## src/fmx_pkg.sv

```systemverilog
// package: constants, register map and field layout of the fault mask exception unit
// Overview of operation
// - Status bits with polarity-invert mask bit one are inverted, others pass.
// - Writing one to a latch-clear bit clears that latched status bit.
// - Latch-select bits hold their processed status bit set; others follow source.
// - Fault status register is 24 bits, one processed condition per bit except reserved bits 10, 22, 23.
// - Bits 0,1 encoder errors; 2 drive fault; 3,5 user inputs 2,1; 4 encoder.
// - Bits 6,7 soft limits plus/minus; bits 8,9 hard limits plus/minus.
// - Bit 11 resolver error; bits 12-15 position, velocity, accel, current-limit traps.
// - Bits 16-18 software traps 1-3; 19,20 task run-time errors; 21 calibration.
// - Any status AND drive-disable mask bit switches off the amplifier stage.
// - Any status AND service-request mask bit raises a service request.
// - Any status AND auxiliary mask bit asserts the auxiliary output.
// - Any status AND freeze mask bit performs a fast feed hold.
// - Any status AND first-task mask bit triggers first-task exception, selected operation.
// - Any status AND second-task mask bit triggers second-task exception, selected operation.
// - Any status AND positive-direction mask bit blocks positive motion.
// - Any status AND negative-direction mask bit blocks negative motion.
// - Each initiated action sets its action-active bit, one meaning active.
// - Active bits: 0 disable, 1 unused, 2-6 srq/aux/freeze/task1/task2, 7-8 inhibits.
// - All masks use the fault status bit assignment, one bit per status bit.
// - Evaluation runs periodically, at least every 12.8 ms, configurable interval.
// - Service request from the mask carries status code 0x33.
package fmx_pkg;
	localparam int STW = 24;
	localparam int ACW = 9;
	localparam int AW  = 5;
	localparam int DW  = 32;

	localparam logic [AW-1:0] ADDR_INVERT   = 5'h00;
	localparam logic [AW-1:0] ADDR_LATCH_CL = 5'h01;
	localparam logic [AW-1:0] ADDR_LATCH_SL = 5'h02;
	localparam logic [AW-1:0] ADDR_STATUS   = 5'h03;
	localparam logic [AW-1:0] ADDR_ACT_MASK = 5'h04; // eight action masks at 0x04..0x0b
	localparam logic [AW-1:0] ADDR_ACTIVE   = 5'h0c;
	localparam logic [AW-1:0] ADDR_TASK_SEL = 5'h0d;
	localparam logic [AW-1:0] ADDR_INTERVAL = 5'h0e;
	localparam logic [AW-1:0] ADDR_SRQ_CODE = 5'h0f;

	localparam int ACT_DISABLE = 0;
	localparam int ACT_SRQ     = 2;
	localparam int ACT_AUX     = 3;
	localparam int ACT_FREEZE  = 4;
	localparam int ACT_TASK1   = 5;
	localparam int ACT_TASK2   = 6;
	localparam int ACT_POS     = 7;
	localparam int ACT_NEG     = 8;
	localparam int NMASK       = 8;

	// action index per mask slot 0..7
	localparam int MASK_ACT [NMASK] = '{0, 2, 3, 4, 5, 6, 7, 8};

	localparam logic [STW-1:0] STATUS_VALID = 24'h3ffbff;
	localparam logic [7:0]     SRQ_CODE_EXC = 8'h33;

	localparam int           CLK_HZ        = 25000000;
	localparam int           MAX_PERIOD_US = 12800;
	localparam int           TICK_US       = 100;
	localparam int           TICK_CYC      = CLK_HZ / 1000000 * TICK_US;
	localparam logic [7:0]   MAX_TICKS     = 8'(MAX_PERIOD_US / TICK_US);
	localparam logic [7:0]   INTERVAL_RST  = 8'h80;
	localparam logic [7:0]   TASK_SEL_RST  = 8'h00;
endpackage : fmx_pkg

```

## src/fmx_unit.sv

```systemverilog
// fault mask exception unit: status processing, action masks and register port
//
// The address map and the strobed register port were chosen for this implementation.
`timescale 1ns/1ps
module fmx_unit
	import fmx_pkg::*;
#(
	parameter int TICK_CYCLES = TICK_CYC
) (
	input  wire logic            clk,
	input  wire logic            rst_n,
	input  wire logic [STW-1:0]  fault_in,
	input  wire logic [AW-1:0]   addr,
	input  wire logic [DW-1:0]   wdata,
	input  wire logic            wr,
	input  wire logic            rd,
	output logic      [DW-1:0]   rdata,
	output logic                 amp_enable,
	output logic                 srq_out,
	output logic      [7:0]      srq_code,
	output logic                 aux_out,
	output logic                 feed_hold,
	output logic                 task1_exc,
	output logic      [3:0]      task1_op,
	output logic                 task2_exc,
	output logic      [3:0]      task2_op,
	output logic                 pos_inhibit,
	output logic                 neg_inhibit,
	output logic                 eval_tick
);

	logic [STW-1:0] polarity_invert_mask;
	logic [STW-1:0] latch_select_mask;
	logic [STW-1:0] act_mask [NMASK];
	logic [STW-1:0] fault_status;
	logic [ACW-1:0] action_active_status;
	logic [7:0]     exception_update_interval;
	logic [3:0]     first_task_exception_select;
	logic [3:0]     second_task_exception_select;
	logic [STW-1:0] clear_pend;
	logic [15:0]    cyc_cnt;
	logic [7:0]     tick_cnt;
	logic           base_tick;
	logic [STW-1:0] next_status;
	logic [ACW-1:0] next_active;
	logic [7:0]     interval_eff;

	function automatic logic any_hit(input logic [STW-1:0] st, input logic [STW-1:0] m);
		any_hit = |(st & m & STATUS_VALID);
	endfunction : any_hit

	// register writes
	always_ff @(posedge clk or negedge rst_n) begin
		if (!rst_n) begin
			polarity_invert_mask         <= '0;
			latch_select_mask            <= '0;
			exception_update_interval    <= INTERVAL_RST;
			first_task_exception_select  <= TASK_SEL_RST[3:0];
			second_task_exception_select <= TASK_SEL_RST[3:0];
			for (int i = 0; i < NMASK; i++) begin
				act_mask[i] <= '0;
			end
		end else if (wr) begin
			if (addr == ADDR_INVERT) begin
				polarity_invert_mask <= wdata[STW-1:0] & STATUS_VALID;
			end else if (addr == ADDR_LATCH_SL) begin
				latch_select_mask <= wdata[STW-1:0] & STATUS_VALID;
			end else if (addr >= ADDR_ACT_MASK && addr < ADDR_ACTIVE) begin
				act_mask[3'(addr - ADDR_ACT_MASK)] <= wdata[STW-1:0] & STATUS_VALID;
			end else if (addr == ADDR_TASK_SEL) begin
				first_task_exception_select  <= wdata[3:0];
				second_task_exception_select <= wdata[11:8];
			end else if (addr == ADDR_INTERVAL) begin
				exception_update_interval <= wdata[7:0];
			end
		end
	end

	// clears wait for the next evaluation; a set there wins over them
	always_ff @(posedge clk or negedge rst_n) begin
		if (!rst_n) begin
			clear_pend <= '0;
		end else if (wr && addr == ADDR_LATCH_CL) begin
			clear_pend <= (eval_tick ? '0 : clear_pend) | wdata[STW-1:0];
		end else if (eval_tick) begin
			clear_pend <= '0;
		end
	end

	// evaluation period divider, clamped to the slowest allowed interval
	assign interval_eff = (exception_update_interval == 8'h00 ||
		exception_update_interval > MAX_TICKS) ? MAX_TICKS : exception_update_interval;

	always_ff @(posedge clk or negedge rst_n) begin
		if (!rst_n) begin
			cyc_cnt   <= '0;
			base_tick <= 1'b0;
		end else if (cyc_cnt == 16'(TICK_CYCLES - 1)) begin
			cyc_cnt   <= '0;
			base_tick <= 1'b1;
		end else begin
			cyc_cnt   <= cyc_cnt + 16'h0001;
			base_tick <= 1'b0;
		end
	end

	always_ff @(posedge clk or negedge rst_n) begin
		if (!rst_n) begin
			tick_cnt  <= '0;
			eval_tick <= 1'b0;
		end else if (base_tick && tick_cnt >= interval_eff - 8'h01) begin
			tick_cnt  <= '0;
			eval_tick <= 1'b1;
		end else begin
			if (base_tick) begin
				tick_cnt <= tick_cnt + 8'h01;
			end
			eval_tick <= 1'b0;
		end
	end

	// invert, then latch selected bits; reserved bits forced low
	always_comb begin
		logic [STW-1:0] inv;
		inv = fault_in ^ polarity_invert_mask;
		next_status = (inv | (fault_status & latch_select_mask & ~clear_pend))
			& STATUS_VALID;
	end

	always_comb begin
		next_active = '0;
		for (int i = 0; i < NMASK; i++) begin
			next_active[MASK_ACT[i]] = any_hit(next_status, act_mask[i]);
		end
	end

	always_ff @(posedge clk or negedge rst_n) begin
		if (!rst_n) begin
			fault_status         <= '0;
			action_active_status <= '0;
		end else if (eval_tick) begin
			fault_status         <= next_status;
			action_active_status <= next_active;
		end
	end

	// action outputs driven from the active register; task1_op and task2_op from the task select registers
	assign amp_enable  = ~action_active_status[ACT_DISABLE];
	assign srq_out     = action_active_status[ACT_SRQ];
	assign srq_code    = srq_out ? SRQ_CODE_EXC : 8'h00;
	assign aux_out     = action_active_status[ACT_AUX];
	assign feed_hold   = action_active_status[ACT_FREEZE];
	assign task1_exc   = action_active_status[ACT_TASK1];
	assign task1_op    = first_task_exception_select;
	assign task2_exc   = action_active_status[ACT_TASK2];
	assign task2_op    = second_task_exception_select;
	assign pos_inhibit = action_active_status[ACT_POS];
	assign neg_inhibit = action_active_status[ACT_NEG];

	// read port, data one cycle after the strobe
	always_ff @(posedge clk or negedge rst_n) begin
		if (!rst_n) begin
			rdata <= '0;
		end else if (rd) begin
			if (addr == ADDR_INVERT) begin
				rdata <= DW'(polarity_invert_mask);
			end else if (addr == ADDR_LATCH_SL) begin
				rdata <= DW'(latch_select_mask);
			end else if (addr == ADDR_STATUS) begin
				rdata <= DW'(fault_status);
			end else if (addr >= ADDR_ACT_MASK && addr < ADDR_ACTIVE) begin
				rdata <= DW'(act_mask[3'(addr - ADDR_ACT_MASK)]);
			end else if (addr == ADDR_ACTIVE) begin
				rdata <= DW'(action_active_status);
			end else if (addr == ADDR_TASK_SEL) begin
				rdata <= {20'h00000, second_task_exception_select, 4'h0,
					first_task_exception_select};
			end else if (addr == ADDR_INTERVAL) begin
				rdata <= DW'(exception_update_interval);
			end else if (addr == ADDR_SRQ_CODE) begin
				rdata <= DW'(srq_code);
			end else begin
				rdata <= '0;
			end
		end else begin
			rdata <= '0;
		end
	end

	// assertions
	AST_INVERT: assert property (@(posedge clk) disable iff (!rst_n)
		eval_tick |=> ((fault_status & ~$past(latch_select_mask))
			== (($past(fault_in) ^ $past(polarity_invert_mask)) & STATUS_VALID
			& ~$past(latch_select_mask))))
		else $error("unlatched status bit does not match inverted input");
	AST_LATCH_HOLD: assert property (@(posedge clk) disable iff (!rst_n)
		eval_tick |=> ((($past(fault_status) & $past(latch_select_mask)
			& ~$past(clear_pend)) & ~fault_status) == '0))
		else $error("latched status bit dropped without clear");
	AST_RESERVED: assert property (@(posedge clk) disable iff (!rst_n)
		(fault_status & ~STATUS_VALID) == '0)
		else $error("reserved status bit set");
	AST_DISABLE: assert property (@(posedge clk) disable iff (!rst_n)
		eval_tick && any_hit(next_status, act_mask[0]) |=> !amp_enable)
		else $error("amplifier not disabled on masked fault");
	AST_SRQ_CODE: assert property (@(posedge clk) disable iff (!rst_n)
		srq_out |-> srq_code == SRQ_CODE_EXC)
		else $error("service request code wrong");
	AST_UNUSED_BIT: assert property (@(posedge clk) disable iff (!rst_n)
		!action_active_status[1])
		else $error("unused active bit set");
	AST_STABLE: assert property (@(posedge clk) disable iff (!rst_n)
		!$past(eval_tick) |-> $stable(action_active_status))
		else $error("active register changed outside evaluation");
	AST_INHIBIT: assert property (@(posedge clk) disable iff (!rst_n)
		eval_tick && any_hit(next_status, act_mask[6]) |=> pos_inhibit)
		else $error("positive inhibit not raised");
	AST_PERIOD: assert property (@(posedge clk) disable iff (!rst_n)
		tick_cnt <= MAX_TICKS)
		else $error("evaluation interval exceeded");
	AST_CLEAR: assert property (@(posedge clk) disable iff (!rst_n)
		wr && addr == ADDR_LATCH_CL && !eval_tick |=> (clear_pend & $past(wdata[STW-1:0]))
			== $past(wdata[STW-1:0]))
		else $error("latch clear not recorded");

	COV_DISABLE: cover property (@(posedge clk) disable iff (!rst_n) $fell(amp_enable));
	COV_SRQ:     cover property (@(posedge clk) disable iff (!rst_n) $rose(srq_out));
	COV_LATCH:   cover property (@(posedge clk) disable iff (!rst_n)
		eval_tick && |(fault_status & latch_select_mask & ~fault_in));
	COV_CLEAR:   cover property (@(posedge clk) disable iff (!rst_n)
		wr && addr == ADDR_LATCH_CL && wdata != '0);
	COV_HOLD:    cover property (@(posedge clk) disable iff (!rst_n)
		eval_tick ##1 feed_hold);

	// each action follows its mask at every evaluation, both ways

	AST_DISABLE_DROP: assert property (@(posedge clk) disable iff (!rst_n)
		eval_tick && !any_hit(next_status, act_mask[0]) |=> amp_enable)
		else $error("amplifier disabled without masked fault");

	AST_SRQ_SET: assert property (@(posedge clk) disable iff (!rst_n)
		eval_tick && any_hit(next_status, act_mask[1]) |=> srq_out)
		else $error("service request not raised");

	AST_SRQ_DROP: assert property (@(posedge clk) disable iff (!rst_n)
		eval_tick && !any_hit(next_status, act_mask[1]) |=> !srq_out)
		else $error("service request raised without masked fault");

	AST_AUX_SET: assert property (@(posedge clk) disable iff (!rst_n)
		eval_tick && any_hit(next_status, act_mask[2]) |=> aux_out)
		else $error("auxiliary output not set");

	AST_AUX_DROP: assert property (@(posedge clk) disable iff (!rst_n)
		eval_tick && !any_hit(next_status, act_mask[2]) |=> !aux_out)
		else $error("auxiliary output set without masked fault");

	AST_HOLD_SET: assert property (@(posedge clk) disable iff (!rst_n)
		eval_tick && any_hit(next_status, act_mask[3]) |=> feed_hold)
		else $error("feed hold not raised");

	AST_HOLD_DROP: assert property (@(posedge clk) disable iff (!rst_n)
		eval_tick && !any_hit(next_status, act_mask[3]) |=> !feed_hold)
		else $error("feed hold raised without masked fault");

	AST_TASK1_SET: assert property (@(posedge clk) disable iff (!rst_n)
		eval_tick && any_hit(next_status, act_mask[4]) |=> task1_exc)
		else $error("first task exception not raised");

	AST_TASK1_DROP: assert property (@(posedge clk) disable iff (!rst_n)
		eval_tick && !any_hit(next_status, act_mask[4]) |=> !task1_exc)
		else $error("first task exception without masked fault");

	AST_TASK2_SET: assert property (@(posedge clk) disable iff (!rst_n)
		eval_tick && any_hit(next_status, act_mask[5]) |=> task2_exc)
		else $error("second task exception not raised");

	AST_TASK2_DROP: assert property (@(posedge clk) disable iff (!rst_n)
		eval_tick && !any_hit(next_status, act_mask[5]) |=> !task2_exc)
		else $error("second task exception without masked fault");

	AST_POS_DROP: assert property (@(posedge clk) disable iff (!rst_n)
		eval_tick && !any_hit(next_status, act_mask[6]) |=> !pos_inhibit)
		else $error("positive inhibit without masked fault");

	AST_NEG_SET: assert property (@(posedge clk) disable iff (!rst_n)
		eval_tick && any_hit(next_status, act_mask[7]) |=> neg_inhibit)
		else $error("negative inhibit not raised");

	AST_NEG_DROP: assert property (@(posedge clk) disable iff (!rst_n)
		eval_tick && !any_hit(next_status, act_mask[7]) |=> !neg_inhibit)
		else $error("negative inhibit without masked fault");

	AST_TASK_OP: assert property (@(posedge clk) disable iff (!rst_n)
		wr && addr == ADDR_TASK_SEL |=> task1_op == $past(wdata[3:0])
			&& task2_op == $past(wdata[11:8]))
		else $error("task exception operation not taken");

	AST_SRQ_IDLE: assert property (@(posedge clk) disable iff (!rst_n)
		!srq_out |-> srq_code == 8'h00)
		else $error("service request code without request");

	// status processing

	AST_SET_WINS: assert property (@(posedge clk) disable iff (!rst_n)
		eval_tick |=> ((($past(fault_in) ^ $past(polarity_invert_mask)) & STATUS_VALID)
			& ~fault_status) == '0)
		else $error("true inverted source missing from status");

	AST_CLEAR_APPLY: assert property (@(posedge clk) disable iff (!rst_n)
		eval_tick |=> (fault_status & $past(clear_pend)
			& ~($past(fault_in) ^ $past(polarity_invert_mask))) == '0)
		else $error("cleared latch kept without source");

	AST_CLEAR_DONE: assert property (@(posedge clk) disable iff (!rst_n)
		eval_tick && !(wr && addr == ADDR_LATCH_CL) |=> clear_pend == '0)
		else $error("pending clear survived evaluation");

	AST_POL_WRITE: assert property (@(posedge clk) disable iff (!rst_n)
		wr && addr == ADDR_INVERT |=>
			polarity_invert_mask == ($past(wdata[STW-1:0]) & STATUS_VALID))
		else $error("invert mask write lost");

	AST_LSEL_WRITE: assert property (@(posedge clk) disable iff (!rst_n)
		wr && addr == ADDR_LATCH_SL |=>
			latch_select_mask == ($past(wdata[STW-1:0]) & STATUS_VALID))
		else $error("latch select write lost");

	AST_MASK_WRITE: assert property (@(posedge clk) disable iff (!rst_n)
		wr && addr == ADDR_ACT_MASK |=>
			act_mask[0] == ($past(wdata[STW-1:0]) & STATUS_VALID))
		else $error("action mask write lost");

	AST_MASK_RSV: assert property (@(posedge clk) disable iff (!rst_n)
		((polarity_invert_mask | latch_select_mask | act_mask[0] | act_mask[1]
			| act_mask[2] | act_mask[3] | act_mask[4] | act_mask[5]
			| act_mask[6] | act_mask[7]) & ~STATUS_VALID) == '0)
		else $error("reserved mask bit set");

	// register port

	AST_STATUS_READ: assert property (@(posedge clk) disable iff (!rst_n)
		rd && addr == ADDR_STATUS |=> rdata == DW'($past(fault_status)))
		else $error("status read wrong");

	AST_ACTIVE_READ: assert property (@(posedge clk) disable iff (!rst_n)
		rd && addr == ADDR_ACTIVE |=> rdata == DW'($past(action_active_status)))
		else $error("active register read wrong");

	AST_CODE_READ: assert property (@(posedge clk) disable iff (!rst_n)
		rd && addr == ADDR_SRQ_CODE |=> rdata == DW'($past(srq_code)))
		else $error("service request code read wrong");

	AST_READ_IDLE: assert property (@(posedge clk) disable iff (!rst_n)
		!rd |=> rdata == '0)
		else $error("read data outside read cycle");

	// evaluation timing

	AST_EVAL_PULSE: assert property (@(posedge clk) disable iff (!rst_n)
		eval_tick |=> !eval_tick)
		else $error("evaluation pulse longer than one cycle");

	AST_TICK_HOLD: assert property (@(posedge clk) disable iff (!rst_n)
		!base_tick |=> $stable(tick_cnt))
		else $error("interval counter moved without base tick");

	AST_CYC_RANGE: assert property (@(posedge clk) disable iff (!rst_n)
		cyc_cnt < 16'(TICK_CYCLES))
		else $error("base divider out of range");

	AST_CLAMP: assert property (@(posedge clk) disable iff (!rst_n)
		interval_eff != 8'h00 && interval_eff <= MAX_TICKS)
		else $error("effective interval out of range");

endmodule : fmx_unit

```

## config.mk

```make
export PLATFORM = sky130hd
export DESIGN_NAME = fmx_unit
export DESIGN_NICKNAME = d
export VERILOG_FILES = /design/src/fmx_pkg.sv /design/src/fmx_unit.sv
export SDC_FILE = /design/constraint.sdc
export NUM_CORES = 1
export LEC_CHECK = 0
export BUFFER_PORTS_ARGS = -buffer_cell sky130_fd_sc_hd__clkbuf_2
export CAP_MARGIN = 20
export CORE_UTILIZATION = 50
export DETAILED_ROUTE_END_ITERATION = 8
export PLACE_DENSITY_LB_ADDON = 0.08
export SKIP_LAST_GASP = 1
export SYNTH_ARGS = -nofsm -noshare
export SYNTH_HDL_FRONTEND = slang
export SYNTH_SLANG_ARGS = --single-unit
```

## constraint.sdc

```tcl
create_clock -name clk -period 2.7 [get_ports clk]
set_input_delay 0.54 -clock clk [delete_from_list [all_inputs] [get_ports clk]]
set_output_delay 0.54 -clock clk [all_outputs]
set_load 0.005 [all_outputs]
```

* Word level (Yosys, flattened, before mapping)
Index checks and enable logic that the tools add are counted. W data, S select, Z words.
Storage, ports and cells: register bits 361, bits of input ports 65, output and inout port bits 57, word-level logic and storage cells 104
Operators by class: add/subtract/negate cells 4, magnitude comparators 6, equal/unequal tests 8, mux-type cells 24, bitwise logic cells 20, reductions and logical operators 21
Operator list (number):
- $and A22 B22 Y22 | 10
- $mux W24 | 9
- $bwmux W192 | 1
- $reduce_or A21 Y1 | 8
- $bmux W24 S3 | 1
- $demux W24 S3 | 1
- $mux W32 | 1
- $mux W8 | 4
- $mux W12 | 2
- $or A24 B24 Y24 | 1
- $not A22 Y22 | 1
- $or A22 B22 Y22 | 1
- $xor A22 B22 Y22 | 1
- $eq A5 B4 Y1 const B | 4
- $add A16 B1 Y16 const B | 1
- $eq A16 B12 Y1 const B | 1
- $mux W16 | 1
- $mux W6 | 2
- $eq A5 B2 Y1 const B | 2
- $add A8 B1 Y8 const B | 1
- $ge A8 B8 Y1 | 1
- $gt A8 B8 Y1 const B | 1
- $logic_not A8 Y1 | 1
- $sub A8 B1 Y8 const B | 1
- other kinds (18) | 26

* Logic depth before layout (Yosys ltp)
Gate-level depths: netlist of the first run.
word-level depth 10, depth in mapped cells 12, depth with buffers taken out 11

* Least setup slack after synthesis of the first run
No wires, ideal clock.
path kind reg-to-reg, from register exception_update_interval[7], to register tick_cnt[2], library setup time 0.116 ns, arrival 2.581 ns, required time 2.584 ns, setup slack 0.003 ns, cell stages (with the launch flop) 13, buffers on the path 1, clock period less this slack 2.697 ns, cells stage by stage dfstp_2 -> clkbuf_1 -> nand2b_1 -> ha_1 -> a221oi_1 -> a31o_2 -> a22oi_1 -> ha_1 -> a21o_1 -> a21o_1 -> a21o_1 -> a21o_1 -> o311ai_0
On the way: word-level cells in the longest chain between the ends 7, elaborated cells on any way between the ends 9, those cells by class add/sub (1); order compare (2); mux (2); reduce/logical (4)
RTL lines:
- start, declared | RTL line fmx_unit.sv:37 | logic [7:0] exception_update_interval;
- start signal, assigned | RTL line fmx_unit.sv:74 | exception_update_interval <= wdata[7:0];
- $gt A8 B8 Y1 / $logic_not A8 Y1 (equally long branches) | RTL line fmx_unit.sv:92, fmx_unit.sv:91
- $logic_or A1 B1 Y1 | RTL line fmx_unit.sv:91 | assign interval_eff = (exception_update_interval == 8'h00 ||
- $mux W8 * | RTL line fmx_unit.sv:92 | exception_update_interval > MAX_TICKS) ? MAX_TICKS : exception_update_interval;
- $sub A8 B1 Y8 * | RTL line fmx_unit.sv:111 | end else if (base_tick && tick_cnt >= interval_eff - 8'h01) begin
- $ge A8 B8 Y1 * | RTL line fmx_unit.sv:111
- $logic_and A1 B1 Y1 * | RTL line fmx_unit.sv:111
- $mux W8 / $reduce_bool A2 Y1 (equally long branches)
- end signal, assigned | RTL line fmx_unit.sv:116 | tick_cnt <= tick_cnt + 8'h01;
- end, declared | RTL line fmx_unit.sv:42 | logic [7:0] tick_cnt;
Mark *: on every way between the ends. The rest lies on a longest branch, timed or not. A chain may end at the register's enable or synchronous reset.

* Worst setup path after layout of the first run
from register exception_update_interval[2], to register tick_cnt[7]
The elaborated chain is that of the path after synthesis.

==> results of run 1 <==
==> report_power, final <==
group	internal (uW)	total (uW)	switching, uW
Sequential	5540	6130	592
Clock	3400	5480	2080
Combinational	1380	2930	1550
Total	10300	14500	4210
==> worst min-delay path by stage <==
stage | slack, ns | startpoint | endpoint
after floorplan | 0.24 | rst_n | act_mask[0]
after global placement | 0.46 | rst_n | rdata[6]
after detailed placement | 0.46 | rst_n | rdata[6]
after CTS | 0.23 | wdata[10] | task2_op[2]
after global routing | 0.25 | wdata[10] | task2_op[2]
final | 0.24 | wdata[10] | task2_op[2]
==> flip-flops by register name, indices dropped and copies added, names as in the netlist, 4 cells and up <==
register / flops
task1_op: 4
polarity_invert_mask: 21
task2_op: 4
tick_cnt: 8
rdata: 22
action_active_status: 8
exception_update_interval: 8
latch_select_mask: 21
cyc_cnt: 16
act_mask: 168
clear_pend: 21
fault_status: 21
==> metrics by stage <==
step	setup WS (ns)	util	area, um^2	hold WS, ns	cells
after floorplan	0.00337	-	16600	0.244	1449
after global placement	0.0111	0.546	17800	0.460	1943
after detailed placement	-0.0154	0.546	17800	0.460	1943
after CTS	0.0111	0.587	19100	0.228	2012
after global routing	0.00581	0.588	19100	0.249	2013
final	0.109	0.588	19100	0.238	2016
==> area by class of cell <==
cell class,count,share of cell area
Sequential cell,324,0.424
Clock buffer,54,0.0593
Multi-Input combinational cell,969,0.406
Antenna cell,3,0.000392
Tap cell,442,0.0289
Clock inverter,14,0.0105
Inverter,41,0.00804
Timing Repair Buffer,169,0.0634
==> metal layers <==
metal  vias up  wire [um]  global-route usage
met1      6431      23500               0.460
met4         6       2060               0.125
met3       115       5380              0.0937
met5         -         41                   0
met2       622      23900               0.484
li1       5435          -                   -
==> timing repair <==
item | in CTS | in global routing
pin swaps | 0 | 1
resized for setup | 1 | 7
buffers inserted | 0 | 1
hold endpoints to repair | 37 | 0
endpoints found under the setup margin | 1 | 6
hold buffers | 1 | 0
gates cloned | 0 | 0
==> cell usage after synthesis (all sizes together), types with 3 or more instances <==
| cell | n |
|---|---|
| a2111oi | 3 |
| a211oi | 7 |
| a21boi | 5 |
| a21o | 4 |
| a21oi | 40 |
| a221oi | 15 |
| a22o | 19 |
| a22oi | 4 |
| a311oi | 3 |
| a41oi | 8 |
| and3 | 9 |
| and3b | 22 |
| and4 | 5 |
| buf | 60 |
| clkbuf | 55 |
| dfrtp | 323 |
| ha | 11 |
| inv | 40 |
| mux2 | 234 |
| mux2i | 9 |
| mux4 | 41 |
| nand2 | 114 |
| nand2b | 10 |
| nand3 | 20 |
| nand4 | 35 |
| nor2 | 46 |
| nor2b | 11 |
| nor3 | 6 |
| nor4 | 9 |
| o21a | 3 |
| o21ai | 173 |
| o221ai | 15 |
| or2 | 13 |
| xnor2 | 13 |
| xor2 | 29 |
==> worst max-delay path, delay by kind of cell, from the launching register on <==
kind	cells	cell delay, ns
DFF	1	0.37
xor gates and xnor gates	1	0.17
AOI/OAI and AO/OA	5	0.89
and+or+nand+nor	3	0.63
buffers and inverters	1	0.17
adders and majority gates	1	0.28
==> cells by family (layout without fill, tap and decap cells) <==
logic type      after synthesis  count (layout)  synth area share
xor+xnor                     42              42            0.0222
mux                         284             284             0.225
compound gates              312             312             0.115
fa+ha+maj                    11              11           0.00832
buf+inv                     156             278            0.0443
flops                       324             324             0.490
other cells                   2              18          0.000454
simple gates                305             305            0.0946
==> metrics.md, run 1 <==
| Metric | Value |
|---|---|
| Status | finished clean |
| Asr flop ratio synth | 1.00 |
| Synth Area per Inst | 11.5 um^2 |
| Hold Vio Cnt, Final | 0 |
| Vias/cell | 6.25 |
| RD Place Congestion | 0.954 |
| Port Buf Inserts | 94 |
| Root Buffer | clkbuf_16 |
| Worst hold stages | 2 |
| Measured slew at the worst slew-check pin | 0.798 ns |
| Max Clk Rate | 386 MHz |
| Total clock sinks | 324 |
| Rel. slew slack | 0.466 |
| EDFF count, synth | 0 |
| Yosys cell types | 57 |
| Largest area contributor in the netlist | dfrtp_1 |
| Die X-Extent | 184 um |
| Worst Setup EP | tick_cnt[7] |
| RR Endpoint | tick_cnt[7] |
| Reg area | 8110 um^2 |
| Gr ovfl total | 0 |
| Clk Latency, worst-skew pair | 0.54 ns |
| Dpl hpwl | 38600 um |
| Yosys warning count | 0 |
| Worst hold path type | primary input to flop |
| Lkg Pwr | 0.00884 uW |
| Total negative slack | 0 ns |
| CTS buffer count | 38 |
| Post-route ant nets | 0 |
| Crit-path max cell delay | 0.39 ns |
| Cell repeated most along the worst path | a21o_1 |
| Max Cap Violations | 0 |
| Crit path cell chain | or3_4, nor3_2, xor2_1, nor2_1, ha_1, a21o_1, a21o_1, a21o_1, a21o_1, buf_4, a21oi_1 |
| P per Cell Area | 759 nW/um^2 |
| Tmin final | 2.59 ns |
| Layout cells sized above 1 | 0.337 |
| Setup crit end kind | flop |
| Skew final | 0.0154 ns |
| Worst r2r src | exception_update_interval[2] |
| Core region area | 32500 um^2 |
| Peak VDD IR | 0.499 mV |
| Most frequent cells in the layout | dfrtp_1 (321), mux2_2 (214), o21ai_0 (173), nand2_1 (113), clkbuf_2 (91) |
| # IOs | 122 |
| Clk pin slew, worst setup/hold paths | 0.06 ns |
| Final wirelength | 54900 um |
| Final Cycle Share | 0.960 |
| Rows | 66 |
| Startpoint types | flop |
| Cells after synthesis | 1436 |
| Layout area overhead | 15.8% |
| Number of H-tree levels | 2 |
| Top-area cell type share of the netlist area | 0.489 |
| Worst Setup SP | exception_update_interval[2] |
| Prevailing post-synth register cell | dfrtp_1 |
| Drc violations | 0 |
| Commonest non-fill, non-tap cell in the layout | dfrtp_1 |
| Max Slew Vio Count | 0 |
| Worst endpoint data arrival time | 3.05 ns |
| Finish-stage setup viols | 0 |
| GRT Total Usage | 0.329 |
| Die height | 184 um |
| Final total power | 14500 uW |
| DRT iter0 DRCs | 1297 |
| DR vias | 12600 |
| CP Max Fanout | 5 |
| Area of the multi-input gates | 7770 um^2 |
| Die area | 33800 um^2 |
| Largest net degree at the start of global routing | 82 |
| Filler cells | 2741 |
| WS Path Type | flop to flop |
| CTS Buffer Depth | 3 |
| RSZ-0062 raised after global routing | no |
| Initial antenna violation count | 5 |
| CTS tree | built |
| Slowest CP cell | or3_4 |
| Router iterations before antenna repair | 6 |
| Worst r2r path cells | 11 |
| Vias in the first global route | 12100 |
| CP required | 3.15 ns |
| Largest cells by area after synthesis | dfrtp_1 (49%), mux2_2 (15%), mux4_2 (5.6%) |
| Sequential-to-total area share from yosys stat | 0.490 |
| Initial core utilization | 0.508 |
| Flop2flop setup slack | 0.11 ns |
| Cell area after synthesis | 16500 um^2 |
| Routed len/inst | 27.2 um |
| #FFs+latches synth | 324 |
| Nets@finish | 1619 |
| First-pass GRT wire length | 80400 um |
No activity file was read; power rests on OpenSTA's default activity.
==> run 2, diff against run 1 <==
--- a/config.mk
+++ b/config.mk
@@ -5,6 +5,7 @@
 export SDC_FILE = /design/constraint.sdc
 export NUM_CORES = 1
 export LEC_CHECK = 0
+export ABC_AREA = 1
 export BUFFER_PORTS_ARGS = -buffer_cell sky130_fd_sc_hd__clkbuf_2
 export CAP_MARGIN = 20
 export CORE_UTILIZATION = 50
==> metrics.md, run 2 <==
| Metric | Value |
|---|---|
| Status | finished clean (unchanged) |
| Measured slew at the worst slew-check pin | 0.681 ns (was 0.798 ns) |
| Top-area cell type share of the netlist area | 0.504 (was 0.489) |
| #FFs+latches synth | 324 (unchanged) |
| Largest registers | act_mask (168), rdata (22) (unchanged) |
| Sequential power share | 0.433 (was 0.422) |
| CP required | 3.10 ns (was 3.15 ns) |
| Max Slew Vio Count | 0 (unchanged) |
| WS Path Type | flop to flop (unchanged) |
| Final design utilization | 0.583 (was 0.588) |
| Routed len/inst | 20.8 um (was 27.2 um) |
| Number of flip-flops under the largest register name | 168 (unchanged) |
| Final wirelength | 53900 um (was 54900 um) |
| Yosys cell types | 38 (was 57) |
| Nets@finish | 2238 (was 1619) |
| First-pass GRT wire length | 83100 um (was 80400 um) |
| Post-route ant nets | 0 (unchanged) |
| Area of the multi-input gates | 6810 um^2 (was 7770 um^2) |
| Skew final | 0.0240 ns (was 0.0154 ns) |
| Vias in the first global route | 13800 (was 12100) |
| Worst r2r path cells | 18 (was 11) |
| Router iterations before antenna repair | 5 (was 6) |
| Fin cells | 2590 (was 2016) |
| Number of H-tree levels | 2 (unchanged) |
| GRT Total Usage | 0.335 (was 0.329) |
| Sw Pwr | 4580 uW (was 4210 uW) |
| Initial core utilization | 0.508 (about the same) |
| Die height | 181 um (was 184 um) |
| RD Place Congestion | 0.941 (was 0.954) |
| CTS buffer count | 37 (was 38) |
| Core region area | 31600 um^2 (was 32500 um^2) |
| Port Buf Inserts | 94 (unchanged) |
| Layout area overhead | 14.8% (was 15.8%) |
| CP Max Fanout | 3 (was 5) |
| Synth Area in Simple Gates | 0.244 (was 0.0946) |
| Clock network power share | 0.367 (was 0.377) |
| Final Cycle Share | 0.971 (was 0.960) |
| Commonest non-fill, non-tap cell in the layout | nand2_1 (was dfrtp_1) |
| Dpl hpwl | 37400 um (was 38600 um) |
| Filler cells | 2940 (was 2741) |
| # placed instances | 2523 (was 1943) |
| Final total power | 14400 uW (was 14500 uW) |
| Gr ovfl total | 0 (unchanged) |
| # IOs | 122 (unchanged) |
| Initial antenna violation count | 1 (was 5) |
| Prevailing post-synth register cell | dfrtp_1 (unchanged) |
| DR vias | 14700 (was 12600) |
| Number of diodes | 0 (was 3) |
| Rows | 65 (was 66) |
| Hold Vio Cnt, Final | 0 (unchanged) |
| CTS tree | built (unchanged) |
| Tmin final | 2.62 ns (was 2.59 ns) |
| Synth Area per Inst | 7.72 um^2 (was 11.5 um^2) |
| Cell area after synthesis | 16000 um^2 (was 16500 um^2) |
| P_int | 9840 uW (was 10300 uW) |
| Worst hold path type | primary input to flop (unchanged) |
| Top-count cell post-synth | nand2_1 (was dfrtp_1) |
| Most frequent cells in the layout | nand2_1 (674), dfrtp_1 (322), o21ai_0 (259), nor2_1 (169), inv_1 (160) (was dfrtp_1 (321), mux2_2 (214), o21ai_0 (173), nand2_1 (113), clkbuf_2 (91)) |
| Post-Synth XOR/XNOR Area | 0.0213 (was 0.0222) |
| Clk pin slew, worst setup/hold paths | 0.06 ns (about the same) |
| Main combinational cell family by area after synthesis | simple AND/OR/NAND/NOR gates (was multiplexers) |
| Complex-gate fraction of the synthesized area | 0.146 (was 0.115) |
| Max Clk Rate | 381 MHz (was 386 MHz) |
| Root Buffer | clkbuf_16 (unchanged) |
| Peak VDD IR | 0.466 mV (was 0.499 mV) |
| Layout cells sized above 1 | 0.110 (was 0.337) |
| Largest register by flop count | act_mask (unchanged) |
| Top post-synthesis cells by count | nand2_1 (676), dfrtp_1 (323), o21ai_0 (260), nor2_1 (170), inv_1 (161) (was dfrtp_1 (323), mux2_2 (214), o21ai_0 (173), nand2_1 (113), clkbuf_1 (55)) |
| Vias/cell | 5.67 (was 6.25) |
| DRT iter0 DRCs | 1938 (was 1297) |
| EDFF count, synth | 0 (unchanged) |
| Multiplexer share of the synthesized area | 0.000703 (was 0.225) |
| Cells after synthesis | 2077 (was 1436) |
| Routing usage on met1 | 0.495 (was 0.460) |
| Flop2flop setup slack | 0.08 ns (was 0.11 ns) |
| Max Cap Violations | 0 (unchanged) |
| Clk Latency, worst-skew pair | 0.54 ns (about the same) |
| Reg area | 8110 um^2 (about the same) |
| Total clock sinks | 324 (unchanged) |
| Worst hold stages | 2 (unchanged) |
| GR Layer Usage met3 | 0.0701 (was 0.0937) |
| Total negative slack | 0 ns (unchanged) |
| Finish-stage setup viols | 0 (unchanged) |
| CTS Buffer Depth | 3 (unchanged) |
| Die X-Extent | 181 um (was 184 um) |
| Die area | 32800 um^2 (was 33800 um^2) |
| Yosys warning count | 0 (unchanged) |
| RSZ-0062 raised after global routing | yes (was no) |
| Startpoint types | flop (unchanged) |
| Net Sw Frac | 0.318 (was 0.290) |
| Drc violations | 0 (unchanged) |
| Setup crit end kind | flop (unchanged) |
| Largest area contributor in the netlist | dfrtp_1 (unchanged) |
| Asr flop ratio synth | 1.00 (unchanged) |
| Top Usage Layer GRT | met1 (was met2) |
| P per Cell Area | 784 nW/um^2 (was 759 nW/um^2) |
| Rel. slew slack | 0.546 (was 0.466) |
| Hold_ws | 0.243 ns (was 0.238 ns) |
| Area share of fa/ha/maj cells after synthesis | 0.00859 (was 0.00832) |
| Worst endpoint data arrival time | 3.03 ns (was 3.05 ns) |
| Routing usage on met2 | 0.485 (was 0.484) |
| Largest net degree at the start of global routing | 59 (was 82) |
| Sequential-to-total area share from yosys stat | 0.506 (was 0.490) |
| Largest cells by area after synthesis | dfrtp_1 (50%), nand2_1 (16%), o21ai_0 (8.1%) (was dfrtp_1 (49%), mux2_2 (15%), mux4_2 (5.6%)) |
| Logic pwr share | 0.200 (was 0.201) |
| Lkg Pwr | 0.00920 uW (was 0.00884 uW) |
[run 2: cell count changes after synthesis, moves of 52 or more]
cell / delta
inv_1: +121
mux2_2: -213
nand2_1: +563
nand3_1: +52
nor2_1: +124
o21ai_0: +87
o22ai_1: +52
[run 2: path summary, 6_finish.rpt]
kind | start | to
max | exception_update_interval[1] | tick_cnt[4]
min | wdata[10] | task2_op[2]
max reg2reg | exception_update_interval[1] | tick_cnt[4]
min reg2reg | cyc_cnt[0] | cyc_cnt[0]
max in group asynchronous | rst_n | act_mask[103]
min in group asynchronous | rst_n | tick_cnt[2]
[run 2: power by group through the flow]
stage / clock network (uW) / logic (uW) / registers (uW)
floorplan: 0 / 1790 / 6120
global placement: 0 / 2760 / 6290
detailed placement: 0 / 2810 / 6300
CTS: 5340 / 2820 / 6230
global route: 5530 / 3240 / 6340
finish: 5290 / 2880 / 6250
[run 2: through the flow]
stage                     setup WS (ns)  cell area, um^2
after global routing             -0.131            18400
after global placement         0.000535            17100
after detailed placement        -0.0272            17100
after floorplan                   0.209            16100
after CTS                        0.0269            18400
final                            0.0778            18400
[run 2: critical path: stages (launching register included)]
cell,delay [ns]
dfrtp_1,0.38
nor2_1,0.12
nand2_1,0.08
nor2_1,0.08
nand2_1,0.09
xor2_2,0.23
nand2_1,0.12
ha_2,0.21
nand3_1,0.09
xor2_1,0.14
inv_1,0.05
ha_1,0.26
nand2_1,0.07
nor2_2,0.11
nand4_1,0.13
nand3_1,0.11
nand2_2,0.07
o21ai_0,0.09
a21oi_1,0.06
[run 2: cells by family after synthesis]
| logic type | count (synthesis) |
|---|---|
| xor gates and xnor gates | 39 |
| other | 2 |
| buffers and inverters | 291 |
| AOI/OAI and AO/OA | 434 |
| adders and majority gates | 11 |
| DFF | 324 |
| muxes | 1 |
| and+or+nand+nor | 975 |
[run 2: what timing repair did]
action,in CTS,in global routing
pin swaps,0,9
resized for setup,2,5
endpoints found under the hold margin,51,0
buffers inserted,0,1
hold buffers,1,0
endpoints found under the setup margin,4,9
[run 2: final cells by class]
type / instances / area share
Clock inverter: 7 / 0.00639
Tap cell: 402 / 0.0273
Sequential cell: 324 / 0.441
Timing Repair Buffer: 161 / 0.0597
Inverter: 163 / 0.0332
Clock buffer: 58 / 0.0629
Multi-Input combinational cell: 1475 / 0.370
[run 2: routing by layer]
| metal | wire length (um) | vias up |
|---|---|---|
| met4 | 1950 | 2 |
| met3 | 5340 | 122 |
| met1 | 23800 | 6961 |
| li1 | - | 6871 |
| met5 | 13 | - |
| met2 | 22700 | 737 |
